--- config.mk ---
export PLATFORM = sky130hd
export DESIGN_NAME = ifs_status_bank
export DESIGN_NICKNAME = d
export VERILOG_FILES = /design/src/rtl/ifs_pkg.sv /design/src/rtl/ifs_fb_if.sv /design/src/rtl/ifs_byte_sel.sv /design/src/rtl/ifs_status_bank.sv
export VERILOG_INCLUDE_DIRS = /design/src /design/src/rtl
export SDC_FILE = /design/constraint.sdc
export NUM_CORES = 1
export LEC_CHECK = 0
export ABC_AREA = 1
export BUFFER_PORTS_ARGS = -buffer_cell sky130_fd_sc_hd__buf_2
export CAP_MARGIN = 0
export CELL_PAD_IN_SITES_DETAIL_PLACEMENT = 1
export CELL_PAD_IN_SITES_GLOBAL_PLACEMENT = 1
export CORE_MARGIN = 1.5
export CORE_UTILIZATION = 35
export CTS_CLUSTER_SIZE = 8
export DETAILED_ROUTE_END_ITERATION = 16
export PLACE_DENSITY = 0.84
export SLEW_MARGIN = 20
export SYNTH_ARGS = -nofsm -noshare
export SYNTH_HDL_FRONTEND = slang
export SYNTH_SLANG_ARGS = --single-unit
--- constraint.sdc ---
create_clock -name i_clk -period 1.8 [get_ports i_clk]
set_input_delay 0.18 -clock i_clk [delete_from_list [all_inputs] [get_ports i_clk]]
set_output_delay 0.18 -clock i_clk [all_outputs]
set_load 0.005 [all_outputs]
--- src/rtl/ifs_defs.svh ---
// Register offsets, field positions and reset values of the input status readback bank
`ifndef IFS_DEFS_SVH
`define IFS_DEFS_SVH
`define IFS_ADDR_W 8
`define IFS_DATA_W 8
`define IFS_RSV_LO_FIRST 8'h5e
`define IFS_RSV_LO_LAST 8'h63
`define IFS_STATUS_ADDR 8'h64
`define IFS_RSV_HI_FIRST 8'h65
`define IFS_RSV_HI_LAST 8'h6d
`define IFS_FB1_ADDR 8'h6e
`define IFS_FB2_ADDR 8'h71
`define IFS_BIT_DOP 3
`define IFS_BIT_SPDIF 2
`define IFS_BIT_I2S 1
`define IFS_BIT_DSD 0
`define IFS_STATUS_RSV_VAL 4'h0
`define IFS_STATUS_RESET 8'h00
`define IFS_FB_RESET 24'h000000
`define IFS_FB_BYTES 3
`endif

--- src/rtl/ifs_pkg.sv ---
// Types of the input status readback bank
package ifs_pkg;
    typedef enum logic [1:0] {
        IFS_SRC_NONE = 2'b00,
        IFS_SRC_I2S = 2'b01,
        IFS_SRC_SPDIF = 2'b11,
        IFS_SRC_DSD = 2'b10
    } ifs_src_t;
endpackage : ifs_pkg

--- src/rtl/ifs_fb_if.sv ---
// Interface carrying one 24-bit feedback value and its byte selection
`timescale 1ns/1ps
`include "ifs_defs.svh"
interface ifs_fb_if;
    logic [23:0] value;
    logic [1:0] sel;
    logic [7:0] byte_out;
    modport src (input sel, input value, output byte_out);
    modport dst (output sel, output value, input byte_out);
endinterface : ifs_fb_if

--- src/rtl/ifs_byte_sel.sv ---
// Byte selector for a 24-bit multi-register readback value
`timescale 1ns/1ps
`include "ifs_defs.svh"
module ifs_byte_sel
    import ifs_pkg::*;
(
    ifs_fb_if.src fb
);
    // Low byte at lowest register number
    always_comb begin
        case (fb.sel)
            2'h0: fb.byte_out = fb.value[7:0];
            2'h1: fb.byte_out = fb.value[15:8];
            2'h2: fb.byte_out = fb.value[23:16];
            default: fb.byte_out = 8'h00;
        endcase
    end
endmodule : ifs_byte_sel

--- src/rtl/ifs_status_bank.sv ---
// Input lock status and feedback scale readback register bank
// Summary of operation
// - Status bit 3 reads 1 while a valid DSD-over-PCM stream is detected on I2S or SPDIF, else 0.
// - Status bit 2 reads 1 once valid SPDIF frames are decoded, 0 while none can be decoded.
// - Status bit 1 reads 1 when a valid frame and bit clock arrangement is seen, else 0.
// - Status bit 0 reads 1 only when DSD is used as fallback because I2S and SPDIF both fail.
// - The status register at 100 is read-only, its top four bits read zero and it resets to zero.
// - Registers 110 to 112 present the read-only 24-bit first feedback scale value, reset zero.
// - Registers 113 to 115 present the read-only 24-bit second feedback scale value, reset zero.
// - Registers 94 to 99 and 101 to 109 are reserved, read-only and read zero.
//
// The implementer's own choice: strobed register access.
`timescale 1ns/1ps
`include "ifs_defs.svh"
module ifs_status_bank
    import ifs_pkg::*;
(
    input wire logic i_clk,
    input wire logic i_resetn,
    input wire logic [`IFS_ADDR_W-1:0] i_addr,
    input wire logic [`IFS_DATA_W-1:0] i_wdata,
    input wire logic i_wr,
    input wire logic i_rd,
    input wire logic i_dop_detect,
    input wire logic i_spdif_lock,
    input wire logic i_i2s_lock,
    input wire logic i_dsd_active,
    input wire logic [23:0] i_fb1_value,
    input wire logic [23:0] i_fb2_value,
    output logic [`IFS_DATA_W-1:0] o_rdata,
    output logic [3:0] o_status,
    output logic [1:0] o_source
);
    // ==========================================================
    // Status capture
    logic dop_valid;
    logic spdif_select;
    logic i2s_select;
    logic dsd_select;
    logic [23:0] fb1;
    logic [23:0] fb2;
    ifs_src_t source;
    // One flop from decoder level to readback; o_status adds a second

    always_ff @(posedge i_clk) begin
        if (!i_resetn) begin
            dop_valid <= 1'b0;
            spdif_select <= 1'b0;
            i2s_select <= 1'b0;
            dsd_select <= 1'b0;
        end else begin
            dop_valid <= i_dop_detect & (i_i2s_lock | i_spdif_lock);
            spdif_select <= i_spdif_lock;
            i2s_select <= i_i2s_lock;
            dsd_select <= i_dsd_active & ~i_i2s_lock & ~i_spdif_lock;
        end
    end

    always_ff @(posedge i_clk) begin
        if (!i_resetn) begin
            fb1 <= `IFS_FB_RESET;
            fb2 <= `IFS_FB_RESET;
        end else begin
            fb1 <= i_fb1_value;
            fb2 <= i_fb2_value;
        end
    end

    // Priority: I2S ahead of SPDIF, DSD only as fallback
    // o_source is an observation port only; software never reads it
    always_ff @(posedge i_clk) begin
        if (!i_resetn) begin
            source <= IFS_SRC_NONE;
        end else if (i_i2s_lock) begin
            source <= IFS_SRC_I2S;
        end else if (i_spdif_lock) begin
            source <= IFS_SRC_SPDIF;
        end else if (i_dsd_active) begin
            source <= IFS_SRC_DSD;
        end else begin
            source <= IFS_SRC_NONE;
        end
    end

    always_ff @(posedge i_clk) begin
        if (!i_resetn) begin
            o_status <= 4'h0;
            o_source <= 2'b00;
        end else begin
            o_status <= {dop_valid, spdif_select, i2s_select, dsd_select};
            o_source <= source;
        end
    end

    // ==========================================================
    // Byte selection for readback values
    ifs_fb_if fb1_if ();
    ifs_fb_if fb2_if ();
    assign fb1_if.value = fb1;
    assign fb2_if.value = fb2;
    assign fb1_if.sel = 2'(i_addr - `IFS_FB1_ADDR);
    assign fb2_if.sel = 2'(i_addr - `IFS_FB2_ADDR);
    ifs_byte_sel u_fb1 (.fb(fb1_if));
    ifs_byte_sel u_fb2 (.fb(fb2_if));

    // ==========================================================
    // Register read port
    // Writes are ignored: every location is read-only
    // Register numbers double as byte addresses on the 8-bit port
    logic [`IFS_DATA_W-1:0] next_rdata;
    always_comb begin
        if (i_addr == `IFS_STATUS_ADDR) begin
            next_rdata = {`IFS_STATUS_RSV_VAL, dop_valid, spdif_select, i2s_select, dsd_select};
        end else if (i_addr >= `IFS_FB1_ADDR && i_addr < `IFS_FB2_ADDR) begin
            next_rdata = fb1_if.byte_out;
        end else if (i_addr >= `IFS_FB2_ADDR && i_addr < `IFS_FB2_ADDR + 8'(`IFS_FB_BYTES)) begin
            next_rdata = fb2_if.byte_out;
        end else begin
            next_rdata = 8'h00;
        end
    end

    always_ff @(posedge i_clk) begin
        if (!i_resetn) begin
            o_rdata <= 8'h00;
        end else if (i_rd) begin
            o_rdata <= next_rdata;
        end else begin
            o_rdata <= 8'h00;
        end
    end

    // ==========================================================
    // Checks
    logic [`IFS_DATA_W-1:0] unused_wdata;
    assign unused_wdata = i_wdata & {8{i_wr}};

    // ==========================================================
    // Reset values, checked at the first edge after release
    // fb copies its input one edge later, so its reset value lives one cycle
    AST_RST_STATUS: assert property (@(posedge i_clk)
        i_resetn && !$past(i_resetn) |-> o_status == 4'h0 && o_rdata == 8'h00 && o_source == 2'b00)
        else $error("status not cleared by reset");
    AST_RST_FB1: assert property (@(posedge i_clk)
        i_resetn && !$past(i_resetn) |-> fb1 == `IFS_FB_RESET)
        else $error("fb1 not cleared by reset");
    AST_RST_FB2: assert property (@(posedge i_clk)
        i_resetn && !$past(i_resetn) |-> fb2 == `IFS_FB_RESET)
        else $error("fb2 not cleared by reset");

    // ==========================================================
    // Status bits reach o_status two edges after the decoder levels
    AST_DOP: assert property (@(posedge i_clk) disable iff (!i_resetn)
        i_dop_detect && i_i2s_lock |=> ##1 o_status[3])
        else $error("dop bit not set");
    AST_DOP_CLR: assert property (@(posedge i_clk) disable iff (!i_resetn)
        (!i_dop_detect || (!i_i2s_lock && !i_spdif_lock)) |=> ##1 !o_status[3])
        else $error("dop bit set without cause");
    AST_SPDIF: assert property (@(posedge i_clk) disable iff (!i_resetn)
        !i_spdif_lock |=> ##1 !o_status[2])
        else $error("spdif bit set without lock");
    AST_SPDIF_SET: assert property (@(posedge i_clk) disable iff (!i_resetn)
        i_spdif_lock |=> ##1 o_status[2])
        else $error("spdif bit not set");
    AST_I2S: assert property (@(posedge i_clk) disable iff (!i_resetn)
        i_i2s_lock |=> ##1 o_status[1])
        else $error("i2s bit not set");
    AST_I2S_CLR: assert property (@(posedge i_clk) disable iff (!i_resetn)
        !i_i2s_lock |=> ##1 !o_status[1])
        else $error("i2s bit set without lock");
    AST_DSD: assert property (@(posedge i_clk) disable iff (!i_resetn)
        o_status[0] |-> $past(i_dsd_active, 2) && !$past(i_i2s_lock, 2) && !$past(i_spdif_lock, 2))
        else $error("dsd fallback without cause");
    AST_DSD_SET: assert property (@(posedge i_clk) disable iff (!i_resetn)
        i_dsd_active && !i_i2s_lock && !i_spdif_lock |=> ##1 o_status[0])
        else $error("dsd fallback bit not set");
    AST_SRC_DSD: assert property (@(posedge i_clk) disable iff (!i_resetn)
        o_source == IFS_SRC_DSD |-> o_status[0])
        else $error("dsd source without fallback bit");

    // ==========================================================
    // Readback, one byte per register, low byte first
    // No snapshot: the three bytes of a value are read separately
    AST_STATUS_READ: assert property (@(posedge i_clk) disable iff (!i_resetn)
        i_rd && i_addr == `IFS_STATUS_ADDR |=> o_rdata[7:4] == 4'h0 && o_rdata[3:0] == o_status)
        else $error("status readback mismatch");
    AST_FB1_LO: assert property (@(posedge i_clk) disable iff (!i_resetn)
        i_rd && i_addr == `IFS_FB1_ADDR |=> o_rdata == $past(fb1[7:0]))
        else $error("fb1 low byte wrong");
    AST_FB1_MID: assert property (@(posedge i_clk) disable iff (!i_resetn)
        i_rd && i_addr == `IFS_FB1_ADDR + 8'h01 |=> o_rdata == $past(fb1[15:8]))
        else $error("fb1 middle byte wrong");
    AST_FB1: assert property (@(posedge i_clk) disable iff (!i_resetn)
        i_rd && i_addr == `IFS_FB1_ADDR + 8'h02 |=> o_rdata == $past(fb1[23:16]))
        else $error("fb1 high byte wrong");
    AST_FB2: assert property (@(posedge i_clk) disable iff (!i_resetn)
        i_rd && i_addr == `IFS_FB2_ADDR |=> o_rdata == $past(fb2[7:0]))
        else $error("fb2 low byte wrong");
    AST_FB2_MID: assert property (@(posedge i_clk) disable iff (!i_resetn)
        i_rd && i_addr == `IFS_FB2_ADDR + 8'h01 |=> o_rdata == $past(fb2[15:8]))
        else $error("fb2 middle byte wrong");
    AST_FB2_HI: assert property (@(posedge i_clk) disable iff (!i_resetn)
        i_rd && i_addr == `IFS_FB2_ADDR + 8'h02 |=> o_rdata == $past(fb2[23:16]))
        else $error("fb2 high byte wrong");
    AST_RSV: assert property (@(posedge i_clk) disable iff (!i_resetn)
        i_rd && i_addr >= `IFS_RSV_LO_FIRST && i_addr <= `IFS_RSV_LO_LAST |=> o_rdata == 8'h00)
        else $error("reserved reads nonzero");
    AST_RSV_HI: assert property (@(posedge i_clk) disable iff (!i_resetn)
        i_rd && i_addr >= `IFS_RSV_HI_FIRST && i_addr <= `IFS_RSV_HI_LAST |=> o_rdata == 8'h00)
        else $error("upper reserved reads nonzero");
    AST_WR_NOEFFECT: assert property (@(posedge i_clk) disable iff (!i_resetn)
        i_wr && !i_rd |=> o_rdata == 8'h00)
        else $error("write produced read data");

    // ==========================================================
    // Coverage of the main scenarios
    COV_STATUS: cover property (@(posedge i_clk) disable iff (!i_resetn) i_rd && i_addr == `IFS_STATUS_ADDR);
    COV_FB1: cover property (@(posedge i_clk) disable iff (!i_resetn) i_rd && i_addr == `IFS_FB1_ADDR);
    COV_DSD: cover property (@(posedge i_clk) disable iff (!i_resetn) o_status[0]);
    COV_FB2: cover property (@(posedge i_clk) disable iff (!i_resetn) i_rd && i_addr == `IFS_FB2_ADDR);
    COV_DOP: cover property (@(posedge i_clk) disable iff (!i_resetn) o_status[3]);
endmodule : ifs_status_bank

==> results by group <==
Outcome
  • Status: finished clean

STA
  • Final setup vio count: 0
  • Fin. Hold Viols: 0
  • RSZ-0062 raised after global routing: no
  • Min Tclk post-route: 1.06 ns
  • Worst-Margin Slew: 0.403 ns
  • Max Slew Vio Count: 0
  • Fmax: 948 MHz
  • Setup WS post-layout: 0.745 ns
  • Final period utilization: 58.6%
  • Slew headroom: 73.1%
  • Total Neg Setup Slack: 0 ns
  • Worst Clk Skew: 0.00742 ns
  • Hold Slack: 0.0178 ns

Global route
  • Initial antenna violation count: 0
  • Total track usage: 17.2%
  • Pin count of the biggest net entering global routing: 34
  • Overflow after GRT: 0
  • Global-route wire length before repair: 9630 um
  • Vias in the first global route: 2212

Placement
  • Placed Area: 2940 sq um
  • Pre-CTS WS: 0.375 ns
  • Number of buffers added on ports: 76
  • Cells after DPL: 496
  • Routability cong.: 0.792
  • DP HPWL: 4560 um

Routing
  • Vias per cell: 4.23
  • DRT Pass-1 Iters: 4
  • Final WL: 5900 um
  • Drt initial violations: 73
  • Wire per inst: 11.5 um
  • Drc violations: 0
  • Remaining antenna violation count: 0
  • Vias: 2165

Yosys
  • Synth Instances: 330
  • Distinct cells, synth: 21
  • Syn avg cell area: 7.48 sq um
  • Syn nets: 402
  • Cell Area, Synth: 2470 sq um
  • Post-synthesis sequential area ratio: 55.2%
  • YS warnings: 0
  • Post-synthesis register bit count: 68

Final layout
  • Finished Cell Area: 3180 sq um
  • Fin cells: 512
  • Ant diodes: 0
  • Filler cells: 880
  • Seq. cell area: 1360 sq um
  • Layout area overhead: 28.7%
  • Core Util, Final: 46.7%
  • Multi-input gate area: 782 sq um
  • Layout cells sized above 1: 25.5%
  • Nets: 483

Clock network
  • Clock latency on the worst-skew pair: 0.34 ns
  • # Post-CTS Setup Buffers: 0
  • Root Buffer: clkbuf_8
  • Clock Sinks: 68
  • Num CTS Buffers: 9
  • Post-CTS Hold Buffers: 0
  • TritonCTS clock tree: yes
  • Clk pin slew, worst setup/hold paths: 0.07 ns
  • Clock Path Buffers: 2
  • CTS HTree Levels: 3
  • Post-CTS resize count: 0

Hold path
  • Hold WC Path Type: in -> reg

Setup path
  • Critical path type: in -> reg
  • Crit start category: input pin
  • Critical Path Source: i_addr[0]
  • Worst r2r dst: o_rdata[3]
  • Buffers & Inverters on Critical Path: 4
  • Cell class contributing the biggest share of worst-path delay: simple AND/OR/NAND/NOR gates
  • Cell count along the critical path: 9
  • CP Data Required Time: 2.05 ns
  • End of the critical path: o_rdata[1]
  • Critical Path Sink Type: register
  • R2r startpoint: fb2[19]
  • Worst-path maximum fanout: 10
  • Reg2Reg Setup Slack: 0.95 ns
  • CP max stage delay: 0.28 ns
  • Most frequent CP cell: inv_1
  • R2R depth: 6
  • Crit-path cells: buf_2 -> nor2_4 -> inv_2 -> nor3_4 -> nand2_2 -> o21ai_1 -> inv_1 -> nand2_1 -> inv_1
  • Slowest CP cell: nor2_4
  • WP data arrival: 1.30 ns

Power and ir drop
  • Leak pwr: 1.92 nW
  • Pwr/cell area: 1040 nW/um^2
  • Worst vdd ir: 0.607 mV
  • Pwr Total: 3.31 mW

Job
  • Max Cap Viol: 0

Die
  • Initial Utilization: 36.3%
  • Num ports: 86
  • Die area: 7560 sq um
  • Die W: 87.0 um
  • Row cnt: 30
  • Core outline area: 6790 sq um
  • Height of the die: 87.0 um
report_power, final:
part | internal (mW) | leakage, nW | switching [mW]
Combinational | 0.102 | 1.24 | 0.142
Clock | 0.917 | 0.117 | 0.555
Sequential | 1.58 | 0.564 | 0.0208
Total | 2.59 | 1.92 | 0.718
how the worst min path moves through the flow:
stage,slack (ns),cells after the start,end,startpoint
6_report,0.02,3,fb1[16],i_fb1_value[16]
5_1_grt,0.005,3,fb2[2],i_fb2_value[2]
4_1_cts,0.008,3,fb1[16],i_fb1_value[16]
3_5_place_dp,0.37,3,fb2[15],i_fb2_value[15]
3_3_place_gp,0.36,3,fb1[8],i_fb1_value[8]
2_1_floorplan,0.26,1,dsd_select,i_spdif_lock
cell families (layout without fill, tap and decap cells):
family	count (synthesis)	after routing	synth area share, %
compound gates	8	8	2.18
flops	68	68	55.2
buf+inv	83	169	13.1
simple gates	171	171	29.5
synthesized netlist by cell type (all sizes together):
cell type | number | area [sq um]
a21boi | 1 | 7.51
dfxtp | 68 | 1360
nor2 | 9 | 51.3
o21ai | 2 | 10.0
clkbuf | 6 | 22.5
nor3b | 1 | 7.51
nor3 | 2 | 26.3
nand4 | 1 | 6.26
buf | 3 | 23.8
inv | 74 | 278
nand3 | 31 | 155
a21oi | 5 | 36.3
nand2 | 127 | 482
worst reg2reg max path, delay by kind of cell (launching register included):
kind	cells	cell delay [ns]
flops	1	0.30
buf+inv	1	0.03
simple gates	5	0.43
layout by cell type (no fill, tap or decap):
| master | Yosys | routed |
|---|---|---|
| inv_1 | 69 | 69 |
| nor3b_1 | 1 | 1 |
| dfxtp_1 | 68 | 68 |
| inv_2 | 5 | 5 |
| a21boi_0 | 1 | 1 |
| nand3_1 | 31 | 31 |
| nor2_4 | 2 | 2 |
| a21oi_1 | 4 | 4 |
| o21ai_1 | 2 | 2 |
| clkbuf_8 | 0 | 9 |
| nand4_1 | 1 | 1 |
| nand2_1 | 125 | 125 |
| clkbuf_1 | 6 | 2 |
| nor2_1 | 6 | 6 |
| nor3_2 | 1 | 1 |
| buf_2 | 1 | 76 |
| nor2_2 | 1 | 1 |
| buf_4 | 1 | 3 |
| nor3_4 | 1 | 1 |
| nand2_2 | 2 | 2 |
| clkinv_2 | 0 | 2 |
| a21oi_4 | 1 | 1 |
| bufinv_16 | 0 | 3 |
sequential cells by signal (all words and copies together), names as in the netlist:
signal,cells
spdif_select,1
o_source,2
o_status,4
i2s_select,1
source,2
dsd_select,1
dop_valid,1
fb2,24
fb1,24
o_rdata,8
final cells by class:
cell class | count | share of cell area (%)
clock buffers | 11 | 4.14
clock inverters | 5 | 3.15
inverters | 74 | 8.75
repair buffers | 79 | 12.7
multi-input cells | 179 | 24.6
well taps | 96 | 3.78
flip-flops and latches | 68 | 42.9
per-layer routing:
| layer | routed length [um] | part of all wire [%] | up-vias | GRT usage, % |
|---|---|---|---|---|
| li1 | - | - | 1121 | - |
| met1 | 2520 | 43 | 980 | 18.2 |
| met2 | 2980 | 51 | 55 | 31.6 |
| met3 | 277 | 4.7 | 9 | 4.83 |
| met4 | 121 | 2.1 | 0 | 7.62 |
| met5 | 0 | 0 | - | 0 |
Power figures use the tool's default switching activity.
